==> config.mk <==
export PLATFORM = sky130hd
export DESIGN_NAME = wwdt_top
export DESIGN_NICKNAME = d
export VERILOG_FILES = /design/src/hdl/wwdt_pkg.sv /design/src/hdl/wwdt_top.sv
export SDC_FILE = /design/constraint.sdc
export NUM_CORES = 1
export LEC_CHECK = 0
export CAP_MARGIN = 20
export CORE_MARGIN = 4
export CORE_UTILIZATION = 50
export CTS_CLUSTER_SIZE = 14
export DETAILED_ROUTE_END_ITERATION = 6
export DONT_BUFFER_PORTS = 1
export HOLD_SLACK_MARGIN = 0.05
export SLEW_MARGIN = 25
export SYNTH_ARGS = -nofsm -noshare
export SYNTH_HDL_FRONTEND = slang
export SYNTH_SLANG_ARGS = --single-unit
export TNS_END_PERCENT = 100
==> constraint.sdc <==
create_clock -name aclk -period 6.37 [get_ports aclk]
set_input_delay 1.274 -clock aclk [delete_from_list [all_inputs] [get_ports aclk]]
set_output_delay 1.274 -clock aclk [all_outputs]
set_load 0.02 [all_outputs]
==> src/hdl/wwdt_pkg.sv <==
// Purpose: Constants for the windowed watchdog timer
// Assumes: AXI4-Lite register access, 32-bit data
// Notes:   Offsets are byte addresses within the block
package wwdt_pkg;
  // Register map
  localparam logic [15:0] ADDR_RESTART_KEY = 16'hFF99;
  localparam logic [15:0] OFF_RESTART_KEY  = 16'h0000;
  localparam logic [15:0] OFF_OPTION       = 16'h0004;
  localparam logic [15:0] OFF_CONTROL      = 16'h0008;
  localparam logic [15:0] OFF_STATUS       = 16'h000C;
  localparam logic [15:0] OFF_COUNT        = 16'h0010;
  // Restart key values
  localparam logic [7:0]  KEY_VALUE        = 8'hAC;
  localparam logic [7:0]  KEY_READ_RUN     = 8'h9A;
  localparam logic [7:0]  KEY_READ_IDLE    = 8'h1A;
  // Option byte fields
  localparam int          OPT_LOCK_BIT     = 0;
  localparam int          OPT_PERIOD_LSB   = 1;
  localparam int          OPT_RUN_BIT      = 4;
  localparam int          OPT_WIN_LSB      = 5;
  localparam logic [7:0]  OPT_RESET        = 8'h00;
  // Control bits
  localparam int          CTL_OSC_STOP_BIT = 1;
  localparam int          CTL_STANDBY_BIT  = 2;
  localparam int          CTL_BITOP_BIT    = 3;
  // Status bits
  localparam int          STS_RESET_FLAG   = 4;
  // Exempt data ranges
  localparam logic [15:0] EXEMPT_A_LO      = 16'hFB00;
  localparam logic [15:0] EXEMPT_A_HI      = 16'hFFCF;
  localparam logic [15:0] EXEMPT_B_LO      = 16'hFFE0;
  // Timing and AXI response codes
  localparam int          CLK_HZ           = 20000000;
  localparam int          LS_HZ_DEFAULT    = 264000;
  localparam int          LS_DIV_DEFAULT   = CLK_HZ / LS_HZ_DEFAULT;
  localparam int          PERIOD_LOG_MIN   = 10;
  localparam int          RST_PULSE_CYCLES = 4;
  localparam logic [1:0]  AXI_OKAY         = 2'h0;
  localparam logic [1:0]  AXI_SLVERR       = 2'h2;
endpackage : wwdt_pkg

==> src/hdl/wwdt_top.sv <==
// Purpose: Windowed watchdog timer with AXI4-Lite register slave
// Assumes: Low-speed clock is an enable pulse divided from aclk
// Notes:   Memory ranges come in as ports from the memory-size unit
// Contract
// - Byte write of key ACH, legal to the window, clears and restarts count
// - Restart register resets to 9AH with run option 1, else 1AH
// - Non-key write resets device; deferred while low-speed clock stopped
// - Single-bit access to restart register resets device; deferred likewise
// - Restart register reads 9AH or 1AH per run option, never written value
// - Run option enables counting and illegal-access detection
// - Restart write in the closed window resets device, except the first after reset
// - Counter reaching overflow time without key write resets device
// - Fetch outside configured areas resets device while detection on
// - Data access outside areas resets device; FB00-FFCF, FFE0-FFFF exempt
// - First restart write after reset clears counter regardless of window
// - Overflow time after clear may differ by up to two low-speed periods
// - Key write just before overflow still clears counter
// - Lock option 0 halts count in standby, resumes without clear
// - Lock option 0 and oscillator stop bit stop counter without clear
// - Counting continues during flash self-programming
// - Period field codes 0..7 select 2^10..2^17 low-speed periods
// - Window field selects open fraction 25, 50, 75 or 100 percent
// - Counter advances only on the low-speed oscillator tick
// - Watchdog reset sets the watchdog reset flag bit 4
`timescale 1ns/1ps
module wwdt_top
  import wwdt_pkg::*;
#(
  parameter int LS_DIV = LS_DIV_DEFAULT
) (
  input  wire logic        aclk,
  input  wire logic        aresetn,
  input  wire logic [15:0] s_axi_awaddr,
  input  wire logic        s_axi_awvalid,
  output logic             s_axi_awready,
  input  wire logic [31:0] s_axi_wdata,
  input  wire logic [3:0]  s_axi_wstrb,
  input  wire logic        s_axi_wvalid,
  output logic             s_axi_wready,
  output logic [1:0]       s_axi_bresp,
  output logic             s_axi_bvalid,
  input  wire logic        s_axi_bready,
  input  wire logic [15:0] s_axi_araddr,
  input  wire logic        s_axi_arvalid,
  output logic             s_axi_arready,
  output logic [31:0]      s_axi_rdata,
  output logic [1:0]       s_axi_rresp,
  output logic             s_axi_rvalid,
  input  wire logic        s_axi_rready,
  input  wire logic        cpu_fetch,
  input  wire logic        cpu_data_access,
  input  wire logic [15:0] cpu_addr,
  input  wire logic [15:0] area_limit_lo,
  input  wire logic [15:0] area_limit_hi,
  output logic             wdt_reset_req
);
  import wwdt_pkg::*;

  initial begin
    if (LS_DIV < 1) begin
      $error("LS_DIV must be at least 1");
    end
  end

  typedef enum logic [1:0] {WWDT_IDLE, WWDT_RESP} wwdt_bus_t;

  // Window threshold: period times (1 - open fraction)
  function automatic logic [17:0] close_end(input logic [2:0] per, input logic [1:0] win);
    logic [17:0] full;
    full = 18'h00400 << per;
    case (win)
      2'h0:    close_end = full - (full >> 2);
      2'h1:    close_end = full >> 1;
      2'h2:    close_end = full >> 2;
      default: close_end = 18'h00000;
    endcase
  endfunction

  // Registers
  logic [7:0]  option;
  logic [3:0]  control;
  logic [17:0] count;
  logic        first_done;
  logic        pend_fault;
  logic        flag;
  logic [15:0] div_cnt;
  logic [2:0]  rst_cnt;
  wwdt_bus_t   wstate;
  logic        aw_got;
  logic        w_got;
  logic [15:0] aw_addr;
  logic [31:0] w_data;
  logic [3:0]  w_strb;
  logic [31:0] rdata;
  logic        rvalid;
  logic [1:0]  rresp;
  logic [1:0]  bresp;

  logic [7:0]  next_option;
  logic [3:0]  next_control;
  logic [17:0] next_count;
  logic        next_first_done;
  logic        next_pend_fault;
  logic        next_flag;
  logic [15:0] next_div_cnt;
  logic [2:0]  next_rst_cnt;
  wwdt_bus_t   next_wstate;
  logic        next_aw_got;
  logic        next_w_got;
  logic [15:0] next_aw_addr;
  logic [31:0] next_w_data;
  logic [3:0]  next_w_strb;
  logic [31:0] next_rdata;
  logic        next_rvalid;
  logic [1:0]  next_rresp;
  logic [1:0]  next_bresp;

  // Derived conditions
  logic        run_en;
  logic        ls_halted;
  logic        ls_tick;
  logic [17:0] ovf_count;
  logic        in_close;
  logic        wr_fire;
  logic        key_hit;
  logic        key_write;
  logic        area_bad;
  logic        exempt;
  logic        fault_now;

  assign run_en    = option[OPT_RUN_BIT];
  // Stop only possible when the lock option allows it
  assign ls_halted = ~option[OPT_LOCK_BIT] &
                     (control[CTL_OSC_STOP_BIT] | control[CTL_STANDBY_BIT]);
  assign ls_tick   = (div_cnt == 16'(LS_DIV - 1)) & ~ls_halted;
  assign ovf_count = 18'h00400 << option[OPT_PERIOD_LSB +: 3];
  assign in_close  = first_done &
                     (count < close_end(option[OPT_PERIOD_LSB +: 3], option[OPT_WIN_LSB +: 2]));
  assign wr_fire   = (wstate == WWDT_IDLE) & aw_got & w_got;
  assign key_hit   = (aw_addr == OFF_RESTART_KEY);
  assign key_write = wr_fire & key_hit & w_strb[0];
  assign exempt    = ((cpu_addr >= EXEMPT_A_LO) & (cpu_addr <= EXEMPT_A_HI)) |
                     (cpu_addr >= EXEMPT_B_LO);
  assign area_bad  = (cpu_addr < area_limit_lo) | (cpu_addr > area_limit_hi);
  // Illegal accesses only watched when running
  assign fault_now = run_en & ((cpu_fetch & area_bad) |
                               (cpu_data_access & area_bad & ~exempt));

  // Watchdog core next state
  always_comb begin
    next_count      = count;
    next_first_done = first_done;
    next_pend_fault = pend_fault;
    next_flag       = flag;
    next_div_cnt    = ls_halted ? div_cnt : (ls_tick ? 16'h0000 : div_cnt + 16'h0001);
    next_rst_cnt    = (rst_cnt != 3'h0) ? rst_cnt - 3'h1 : 3'h0;
    if (run_en && ls_tick) begin
      next_count = count + 18'h00001;
    end
    if (key_write && run_en) begin
      // Bad value, single-bit op or closed window all mean a fault
      if (w_data[7:0] != KEY_VALUE || control[CTL_BITOP_BIT] || in_close) begin
        next_pend_fault = 1'b1;
      end else begin
        next_count      = 18'h00000;
        next_first_done = 1'b1;
      end
    end
    if (fault_now) begin
      next_rst_cnt = 3'(RST_PULSE_CYCLES); // Access faults need no low-speed clock
      next_flag    = 1'b1;
    end
    // Deferred faults wait for the low-speed clock to run again
    if (pend_fault && !ls_halted) begin
      next_pend_fault = 1'b0;
      next_rst_cnt    = 3'(RST_PULSE_CYCLES);
      next_flag       = 1'b1;
    end
    if (run_en && ls_tick && next_count >= ovf_count && !(key_write && next_count == 18'h0)) begin
      next_rst_cnt = 3'(RST_PULSE_CYCLES);
      next_flag    = 1'b1;
      next_count   = 18'h00000;
      next_first_done = 1'b0;
    end
    if (rst_cnt == 3'h1) begin
      // Internal reset restarts the count and clears first_done
      next_count      = 18'h00000;
      next_first_done = 1'b0;
    end
  end

  // AXI4-Lite slave next state
  always_comb begin
    next_option   = option;
    next_control  = control;
    next_wstate   = wstate;
    next_aw_got   = aw_got;
    next_w_got    = w_got;
    next_aw_addr  = aw_addr;
    next_w_data   = w_data;
    next_w_strb   = w_strb;
    next_rdata    = rdata;
    next_rvalid   = rvalid;
    next_rresp    = rresp;
    next_bresp    = bresp;
    if (s_axi_awvalid && !aw_got && wstate == WWDT_IDLE) begin
      next_aw_got  = 1'b1;
      next_aw_addr = s_axi_awaddr;
    end
    if (s_axi_wvalid && !w_got && wstate == WWDT_IDLE) begin
      next_w_got  = 1'b1;
      next_w_data = s_axi_wdata;
      next_w_strb = s_axi_wstrb;
    end
    if (wr_fire) begin
      next_wstate = WWDT_RESP;
      next_aw_got = 1'b0;
      next_w_got  = 1'b0;
      next_bresp  = AXI_OKAY;
      case (aw_addr)
        OFF_RESTART_KEY: ;
        OFF_OPTION:  if (w_strb[0]) next_option = w_data[7:0];
        OFF_CONTROL: if (w_strb[0]) next_control = w_data[3:0];
        OFF_STATUS:  ;
        OFF_COUNT:   ;
        default:     next_bresp = AXI_SLVERR;
      endcase
    end
    if (wstate == WWDT_RESP && s_axi_bready) begin
      next_wstate = WWDT_IDLE;
    end
    if (!rvalid && s_axi_arvalid) begin
      next_rvalid = 1'b1;
      next_rresp  = AXI_OKAY;
      case (s_axi_araddr)
        OFF_RESTART_KEY: next_rdata = {24'h0, run_en ? KEY_READ_RUN : KEY_READ_IDLE};
        OFF_OPTION:      next_rdata = {24'h0, option};
        OFF_CONTROL:     next_rdata = {28'h0, control};
        OFF_STATUS:      next_rdata = {27'h0, flag, 4'h0};
        OFF_COUNT:       next_rdata = {14'h0, count};
        default: begin
          next_rdata = 32'h0;
          next_rresp = AXI_SLVERR;
        end
      endcase
    end else if (rvalid && s_axi_rready) begin
      next_rvalid = 1'b0;
    end
    // Status flag is sticky here; clearing belongs to the reset unit
  end

  // Registers of both groups
  always_ff @(posedge aclk) begin
    if (!aresetn) begin
      option     <= OPT_RESET;
      control    <= 4'h0;
      count      <= 18'h00000;
      first_done <= 1'b0;
      pend_fault <= 1'b0;
      flag       <= 1'b0;
      div_cnt    <= 16'h0000;
      rst_cnt    <= 3'h0;
      wstate     <= WWDT_IDLE;
      aw_got     <= 1'b0;
      w_got      <= 1'b0;
      aw_addr    <= 16'h0000;
      w_data     <= 32'h0;
      w_strb     <= 4'h0;
      rdata      <= 32'h0;
      rvalid     <= 1'b0;
      rresp      <= AXI_OKAY;
      bresp      <= AXI_OKAY;
      wdt_reset_req <= 1'b0;
    end else begin
      option     <= next_option;
      control    <= next_control;
      count      <= next_count;
      first_done <= next_first_done;
      pend_fault <= next_pend_fault;
      flag       <= next_flag;
      div_cnt    <= next_div_cnt;
      rst_cnt    <= next_rst_cnt;
      wstate     <= next_wstate;
      aw_got     <= next_aw_got;
      w_got      <= next_w_got;
      aw_addr    <= next_aw_addr;
      w_data     <= next_w_data;
      w_strb     <= next_w_strb;
      rdata      <= next_rdata;
      rvalid     <= next_rvalid;
      rresp      <= next_rresp;
      bresp      <= next_bresp;
      wdt_reset_req <= (next_rst_cnt != 3'h0);
    end
  end

  // Ready only while idle so a held write is not taken twice
  assign s_axi_awready = (wstate == WWDT_IDLE) & ~aw_got;
  assign s_axi_wready  = (wstate == WWDT_IDLE) & ~w_got;
  assign s_axi_bvalid  = (wstate == WWDT_RESP);
  assign s_axi_bresp   = bresp;
  assign s_axi_arready = ~rvalid;
  assign s_axi_rvalid  = rvalid;
  assign s_axi_rdata   = rdata;
  assign s_axi_rresp   = rresp;
endmodule : wwdt_top

==> impl_metrics.ini, run 1 <==
[outcome]
status = finished clean

[route]
viasPerCell = 5.67
vias = 5322
wire_per_inst_um = 16.0
drc_errors = 0
drtIter0Drc = 287
dr.pass1.iters = 5
postRouteAntennaNets = 0
wl_mm = 15.0

[setup_path]
cp_max_fo = 26
endpoint_kind = register
startpoint_type = register
crit_type = register to register
arrival_ns = 5.27
critPathRequiredTime_ns = 6.58

[clock_network]
clock-sinks = 102
holdBufCountCts = 0
post_cts.repair.setup_buffers = 0
cts_buffer_depth = 2
clk_latency_ns = 0.35
cts_made_buffers = 9
clkTransAtPathRegs_ns = 0.07
cts_tree = done
cts_resized = 0
htree_levels = 3
cts-root-buf = clkbuf_16

[die]
fp.dieW_um = 122
core_area_sq_um = 12600
start_util = 0.511
row_count = 41
die_area_sq_um = 14800
io_pins = 167
die_height_um = 122

[synth]
yosys-top-cells-count = 102 x dfxtp_1, 98 x nand2_1, 66 x nor2_1
synth.top_cell.area_share = 0.317
syn_avg_cell_area_sq_um = 8.18
synth_edf_count = 0
yosys_register_bits = 102
synth_top_cell_by_area = dfxtp_1
synthTopCellsByArea = dfxtp_1 32%, ha_1 10%, nand2_1 5.7%
synth_cells = 788
seq_area_frac_synth = 0.317
synth_flop_cell = dfxtp_1
syn_area_sq_um = 6440
yosys_warnings = 0
async_flop_share = 0
synth.most_common_cell = dfxtp_1
synth_cell_types = 69

[placement]
hpwl_mm = 11.6
port_buffers = 0
gp_congestion = 0.864

[sta]
clock-skew-final_ns = 0.00695
worst_pin_slew_ns = 0.755
max_freq_mhz = 198
drv_slew = 0
setup_violations = 0
hold_viol = 0
rsz0062_at_grt = false
post-route-period-util = 0.794
finalCriticalPeriod_ns = 5.06
tns_ns = 0
slew_headroom = 0.496

[power_and_ir_drop]
internal_power_mw = 1.01
clkPwrFrac = 0.411
p_per_area_nw_per_um2 = 200
ir_drop_mv = 0.132
p_leak_nw = 2.60
power.net_switching_mw = 0.341
combPwrFrac = 0.091
sw_frac_of_total = 0.252
p_seq_frac = 0.498

[hold_path]
hold_class = register to register

[grt]
grt-ovfl-total = 0
grt_pass1_wl_mm = 24.4
grt_usage = 0.204
grt_max_degree = 72
grt_pass1_vias = 5174
grt_antenna_before_repair = 0

[layout]
fill_cells = 1245
synthToLayoutAreaGrowth_pct = 4.83
seq_area_sq_um = 2040
diodes = 0
final_core_util = 0.535
multi_input_area_sq_um = 4000
drive_gt1_frac = 0.0613
layout.nets = 941

[flow_run]
maxCapViolCount = 0
-- path summary, 6_finish.rpt --
| check | start | to | slack, ns | cells after the start |
|---|---|---|---|---|
| max | option[2] | first_done | 1.31 | 22 |
| min reg2reg | aw_addr[5] | aw_addr[5] | 0.46 | 2 |
| max reg2reg | option[2] | first_done | 1.31 | 22 |
| min | aw_addr[5] | aw_addr[5] | 0.46 | 2 |
-- sequential cells by signal (all words and copies together) (netlist names), 3 cells and up --
register and cells:
aw_addr 16, option 8, count 18, w_data 8, control 4, rst_cnt 3, div_cnt 16, s_axi_rdata 18
-- power by group through the flow --
stage / Combinational, mW / Clock [mW] / Sequential, mW
after detailed placement: 0.124 / 0 / 0.689
after global routing: 0.141 / 0.593 / 0.677
after global placement: 0.118 / 0 / 0.689
after floorplan: 0.114 / 0 / 0.685
after CTS: 0.124 / 0.573 / 0.674
final: 0.123 / 0.556 / 0.674
-- metal layers --
metal	GRT usage	vias up	part of all wire
met4	0.0784	0	0.025
met1	0.264	2485	0.47
li1	-	2677	-
met3	0.0420	22	0.048
met5	0	-	0
met2	0.334	138	0.46
-- cell type report --
| type | instances | area share |
|---|---|---|
| clock buffer | 10 | 0.0339 |
| clock inverter | 6 | 0.0104 |
| inverter | 45 | 0.0250 |
| multi-input combinational | 600 | 0.592 |
| sequential | 102 | 0.302 |
| tap | 172 | 0.0319 |
| timing repair buffer | 4 | 0.00445 |
-- worst max-delay path: stages, from the launching register on --
cell	delay, ns
dfxtp_1	0.60
nand3b_1	0.25
inv_1	0.07
ha_1	0.26
nor2_1	0.13
a31oi_1	0.05
a31oi_1	0.16
nand2_1	0.08
ha_1	0.29
and4_1	0.21
nor4b_1	0.23
a211oi_1	0.14
nor4_2	0.28
buf_4	0.36
nor2_1	0.10
ha_1	0.30
o211ai_1	0.08
a21oi_1	0.14
a211o_1	0.13
o21ai_0	0.08
o21a_1	0.25
o21ai_4	0.56
nor2_1	0.12
-- per-stage QoR --
step | hold WS (ns) | total power [mW] | area (sq um) | setup slack [ns] | instances
2_1_floorplan | 0.432 | 0.799 | 6500 | 1.35 | 803
3_3_place_gp | 0.450 | 0.807 | 6460 | 1.41 | 923
3_5_place_dp | 0.457 | 0.813 | 6460 | 1.28 | 923
4_1_cts | 0.467 | 1.37 | 6760 | 1.29 | 939
5_1_grt | 0.490 | 1.41 | 6760 | 0.786 | 939
6_report | 0.464 | 1.35 | 6760 | 1.31 | 939
-- layout by cell type (no fill, tap or decap), types with 16 or more instances in the layout --
cell type / n
dfxtp_1: 102
nand2_1: 98
nor2_1: 66
ha_1: 54
inv_1: 44
a21boi_0: 40
nand3_1: 35
nor3_1: 25
nor2b_1: 23
a21oi_1: 19
xor2_1: 19
xnor2_1: 18
o21ai_0: 16
mux2i_1: 16
conb_1: 16
-- logic make-up after synthesis --
group / Yosys count / synth area share
multiplexers: 16 / 0.0249
flip-flops: 102 / 0.317
AO/OA/AOI/OAI: 138 / 0.155
adder cells (fa/ha/maj): 54 / 0.105
other: 1 / 0.000582
XOR/XNOR: 37 / 0.0503
AND/OR/NAND/NOR: 339 / 0.276
buffers and inverters: 101 / 0.0720
(Power assumes the default switching activity.)
==> run 2: changes to the inputs <==
clock period = 5 ns   (was 6.37 ns; I/O delays follow)
==> impl_metrics.ini, run 2 (synthesis results as in run 1) <==
[sta]
post-route-period-util = 0.918
finalCriticalPeriod_ns = 4.59
hold_viol = 0
worst_pin_slew_ns = 0.716
slew_headroom = 0.522
timing.hold.ws_ns = 0.465
clock-skew-final_ns = 0.00904
max_freq_mhz = 218
drv_slew = 0
setup_violations = 0
tns_ns = 0
rsz0062_at_grt = false

[route]
postRouteAntennaNets = 0
drc_errors = 0
wl_mm = 15.0
vias = 5389
wire_per_inst_um = 15.7
viasPerCell = 5.63
dr.pass1.iters = 5
drtIter0Drc = 285

[placement]
port_buffers = 0
gp_congestion = 0.893
hpwl_mm = 11.8

[grt]
grt_pass1_vias = 5128
grt-ovfl-total = 0
grt_pass1_wl_mm = 24.6
grt_antenna_before_repair = 0
grt_max_degree = 72
grt_usage = 0.206

[layout]
diodes = 0
final_core_util = 0.549
fill_cells = 1224
synthToLayoutAreaGrowth_pct = 7.55
mostFrequentLayoutCells = 102 x dfxtp_1, 98 x nand2_1, 66 x nor2_1
drive_gt1_frac = 0.0852
final_common_cell = dfxtp_1
layout.nets = 960

[die]
fp.dieW_um = 122
start_util = 0.511
core_area_sq_um = 12600
die_area_sq_um = 14800
row_count = 41
io_pins = 167
die_height_um = 122

[setup_path]
cp_slowest_cell = a211oi_1
rr_startpoint = option[1]
endpoint_kind = register
crit_type = register to register
cp_max_fo = 11
startpoint_type = register
reg2reg_slack_ns = 0.41
ff2ff_path_depth = 21
critPathRequiredTime_ns = 5.24
crit_chain = nand3_1, ha_1, nor2_1, a31oi_1, a31oi_1, nand2_1, ha_1, and4_1, nor4b_1, a211oi_1, nor4_4, buf_4, nor2_1, ha_1, o211ai_1, a21oi_1, a211o_1, a31oi_1, o21a_1, o21ai_2, o31a_1
r2r-end = wdt_reset_req
critical_path.max_stage_delay_ns = 0.50
arrival_ns = 4.83

[clock_network]
clkTransAtPathRegs_ns = 0.07
clock-sinks = 102
cts_made_buffers = 9
holdBufCountCts = 0
htree_levels = 3
cts-root-buf = clkbuf_16
clk_latency_ns = 0.35
cts_tree = done
cts_buffer_depth = 2

[hold_path]
hold_class = register to register
min_to = aw_addr[7]
hold_path_depth = 2
min_from = aw_addr[7]

[outcome]
status = finished clean

[power_and_ir_drop]
p_leak_nw = 2.71
p_per_area_nw_per_um2 = 253
ir_drop_mv = 0.217

[flow_run]
maxCapViolCount = 0
## run 2: per-stage QoR
step           area [sq um]  power [mW]  setup WS (ns)  cells
2_1_floorplan          6510        1.02          0.187    803
3_3_place_gp           6590        1.03          0.206    938
3_5_place_dp           6590        1.04          0.123    938
4_1_cts                6900        1.78          0.117    954
5_1_grt                6930        1.83          0.131    958
6_report               6930        1.76          0.411    958
## run 2: how the worst max path moves through the flow
stage | from | endpoint
floorplan | option[3] | wdt_reset_req
global placement | option[1] | wdt_reset_req
detailed placement | option[1] | wdt_reset_req
CTS | option[1] | wdt_reset_req
global route | option[1] | wdt_reset_req
finish | option[1] | wdt_reset_req
## run 2: critical path: cells and delay by family, from the launching register on
family / cells / cell delay, ns
buffers and inverters: 1 / 0.19
flip-flops: 1 / 0.48
adder cells (fa/ha/maj): 3 / 0.83
AND/OR/NAND/NOR: 7 / 0.86
AO/OA/AOI/OAI: 10 / 2.13
## run 2: cell type report
cell class | instances | area [sq um] | area share
inverters | 45 | 169 | 0.0244
well taps | 172 | 215 | 0.0311
flip-flops and latches | 102 | 2040 | 0.295
multi-input cells | 600 | 4010 | 0.578
repair buffers | 23 | 185 | 0.0267
clock inverters | 7 | 85.1 | 0.0123
clock buffers | 9 | 225 | 0.0325
## run 2: power breakdown
| part | leakage, nW | switching [mW] | internal [mW] |
|---|---|---|---|
| Combinational | 1.73 | 0.0932 | 0.0645 |
| Sequential | 0.828 | 0.0245 | 0.834 |
| Clock | 0.153 | 0.339 | 0.400 |
## run 2: routing by layer
layer / GRT usage / vias up / wire [um]
li1: - / 2710 / -
met1: 0.269 / 2533 / 6970
met2: 0.342 / 128 / 7070
met3: 0.0387 / 18 / 720
met4: 0.0707 / 0 / 283
met5: 0 / - / 0
## run 2: repair_timing
item                                   4_1_cts  5_1_grt
endpoints found under the hold margin        0        0
resized for setup                            0        0
setup endpoints to repair                    0       24
setup buffers                                0        4
==> run 3: changes to the inputs <==
PLACE_DENSITY_LB_ADDON = 0.2   (was not set)
==> impl_metrics.ini, run 3 (synthesis results as in run 1) <==
[clock_network]
clkTransAtPathRegs_ns = 0.08
cts_buffer_depth = 2
clock-sinks = 102
clk_latency_ns = 0.35
cts_tree = done
cts-root-buf = clkbuf_16
htree_levels = 3
cts_resized = 0
cts_made_buffers = 9
holdBufCountCts = 0

[layout]
drive_gt1_frac = 0.0841
mostFrequentLayoutCells = 102 x dfxtp_1, 98 x nand2_1, 66 x nor2_1
diodes = 0
final_common_cell = dfxtp_1
finalInstanceArea_sq_um = 6930
synthToLayoutAreaGrowth_pct = 7.50
layout.nets = 959

[placement]
gp_congestion = 0.884
placed_area_sq_um = 6580
port_buffers = 0
hpwl_mm = 12.2

[sta]
max_freq_mhz = 219
drv_slew = 0
clock-skew-final_ns = 0.00859
finalCriticalPeriod_ns = 4.57
setup_violations = 0
worst_pin_slew_ns = 0.781
hold_viol = 0
rsz0062_at_grt = false
tns_ns = 0
slew_headroom = 0.478
post-route-period-util = 0.914

[grt]
grt_antenna_before_repair = 0
grt_usage = 0.207
grt_pass1_vias = 5345
grt_max_degree = 72
grt_pass1_wl_mm = 24.9
grt-ovfl-total = 0

[power_and_ir_drop]
combPwrFrac = 0.092
p_leak_nw = 2.71
p_per_area_nw_per_um2 = 249
internal_power_mw = 1.26
sw_frac_of_total = 0.272
ir_drop_mv = 0.193
clkPwrFrac = 0.409
p_seq_frac = 0.498
power.net_switching_mw = 0.469

[setup_path]
r2r-end = wdt_reset_req
critPathRequiredTime_ns = 5.24
crit_path_end = wdt_reset_req
cp_max_fo = 8
endpoint_kind = register
startpoint_type = register
ff2ff_path_depth = 22
arrival_ns = 4.81
crit_type = register to register
rr_startpoint = option[2]
startpoint = option[2]
reg2reg_slack_ns = 0.43

[route]
dr.pass1.iters = 5
vias = 5417
postRouteAntennaNets = 0
wire_per_inst_um = 16.0
viasPerCell = 5.66
drc_errors = 0
wl_mm = 15.3
drtIter0Drc = 234

[flow_run]
maxCapViolCount = 0

[die]
io_pins = 167
row_count = 41
core_area_sq_um = 12600
fp.dieW_um = 122
die_area_sq_um = 14800
die_height_um = 122
start_util = 0.511

[outcome]
status = finished clean

[hold_path]
hold_class = register to register
run 3: changes by cell type in the layout (fill, tap and decap cells not counted):
cell       delta
inv_6         -3
buf_4         -2
inv_8         +2
buf_12        +1
bufinv_16     -1
clkinv_4      +1
clkinv_8      +1
run 3: what timing repair did:
action	in CTS	in global routing
setup buffers	0	5
pin swaps	1	1
setup endpoints to repair	1	24
run 3: worst min-delay path by stage:
stage	cells past startpoint	slack (ns)	end	startpoint
2_1_floorplan	2	0.43	first_done	first_done
3_5_place_dp	2	0.46	aw_addr[7]	aw_addr[7]
5_1_grt	2	0.49	aw_addr[0]	aw_addr[0]
3_3_place_gp	1	0.45	rst_cnt[0]	rst_cnt[0]
6_report	2	0.46	aw_addr[7]	aw_addr[7]
4_1_cts	2	0.47	aw_addr[7]	aw_addr[7]
run 3: cell type report:
cell class	count	area [sq um]
clock buffer	9	225
clock inverter	7	76.3
fill	1224	5690
inverter	45	169
multi-input combinational	600	4010
sequential	102	2040
tap	172	215
timing repair buffer	22	190
run 3: critical path, stage by stage (launching register included):
cell and delay (ns):
dfxtp_1 0.38, nand3b_1 0.14, inv_1 0.05, ha_1 0.27
nor2_1 0.14, a31oi_1 0.05, a31oi_1 0.14, nand2_1 0.08
ha_1 0.28, and4_1 0.19, nor4b_1 0.14, a211oi_1 0.46
nor4_4 0.10, buf_4 0.19, buf_12 0.13, nor2_1 0.10
ha_1 0.25, a21o_1 0.18, a211o_1 0.32, a31oi_1 0.17
o21a_1 0.25, o21ai_2 0.14, o31a_1 0.28
run 3: routing by layer:
metal / up-vias / share of wire / global-route usage
li1: 2713 / - / -
met1: 2537 / 0.44 / 0.255
met2: 138 / 0.49 / 0.361
met3: 29 / 0.051 / 0.0392
met4: 0 / 0.019 / 0.0721
met5: - / 0 / 0
run 3: through the flow:
step | cells | utilization | power, mW | hold slack, ns | setup WS [ns]
detailed placement | 936 | 0.521 | 1.04 | 0.457 | 0.0806
CTS | 952 | 0.545 | 1.74 | 0.468 | 0.135
floorplan | 803 | - | 1.02 | 0.432 | 0.187
finish | 957 | 0.549 | 1.72 | 0.465 | 0.429
global route | 957 | 0.549 | 1.80 | 0.487 | 0.0764
global placement | 936 | 0.521 | 1.03 | 0.451 | 0.187
run 3: power by group through the flow:
| stage | Sequential, mW | Combinational [mW] | Clock, mW |
|---|---|---|---|
| after floorplan | 0.872 | 0.146 | 0 |
| after global placement | 0.877 | 0.152 | 0 |
| after detailed placement | 0.879 | 0.161 | 0 |
| after CTS | 0.859 | 0.161 | 0.721 |
| after global routing | 0.863 | 0.185 | 0.748 |
| final | 0.859 | 0.159 | 0.706 |
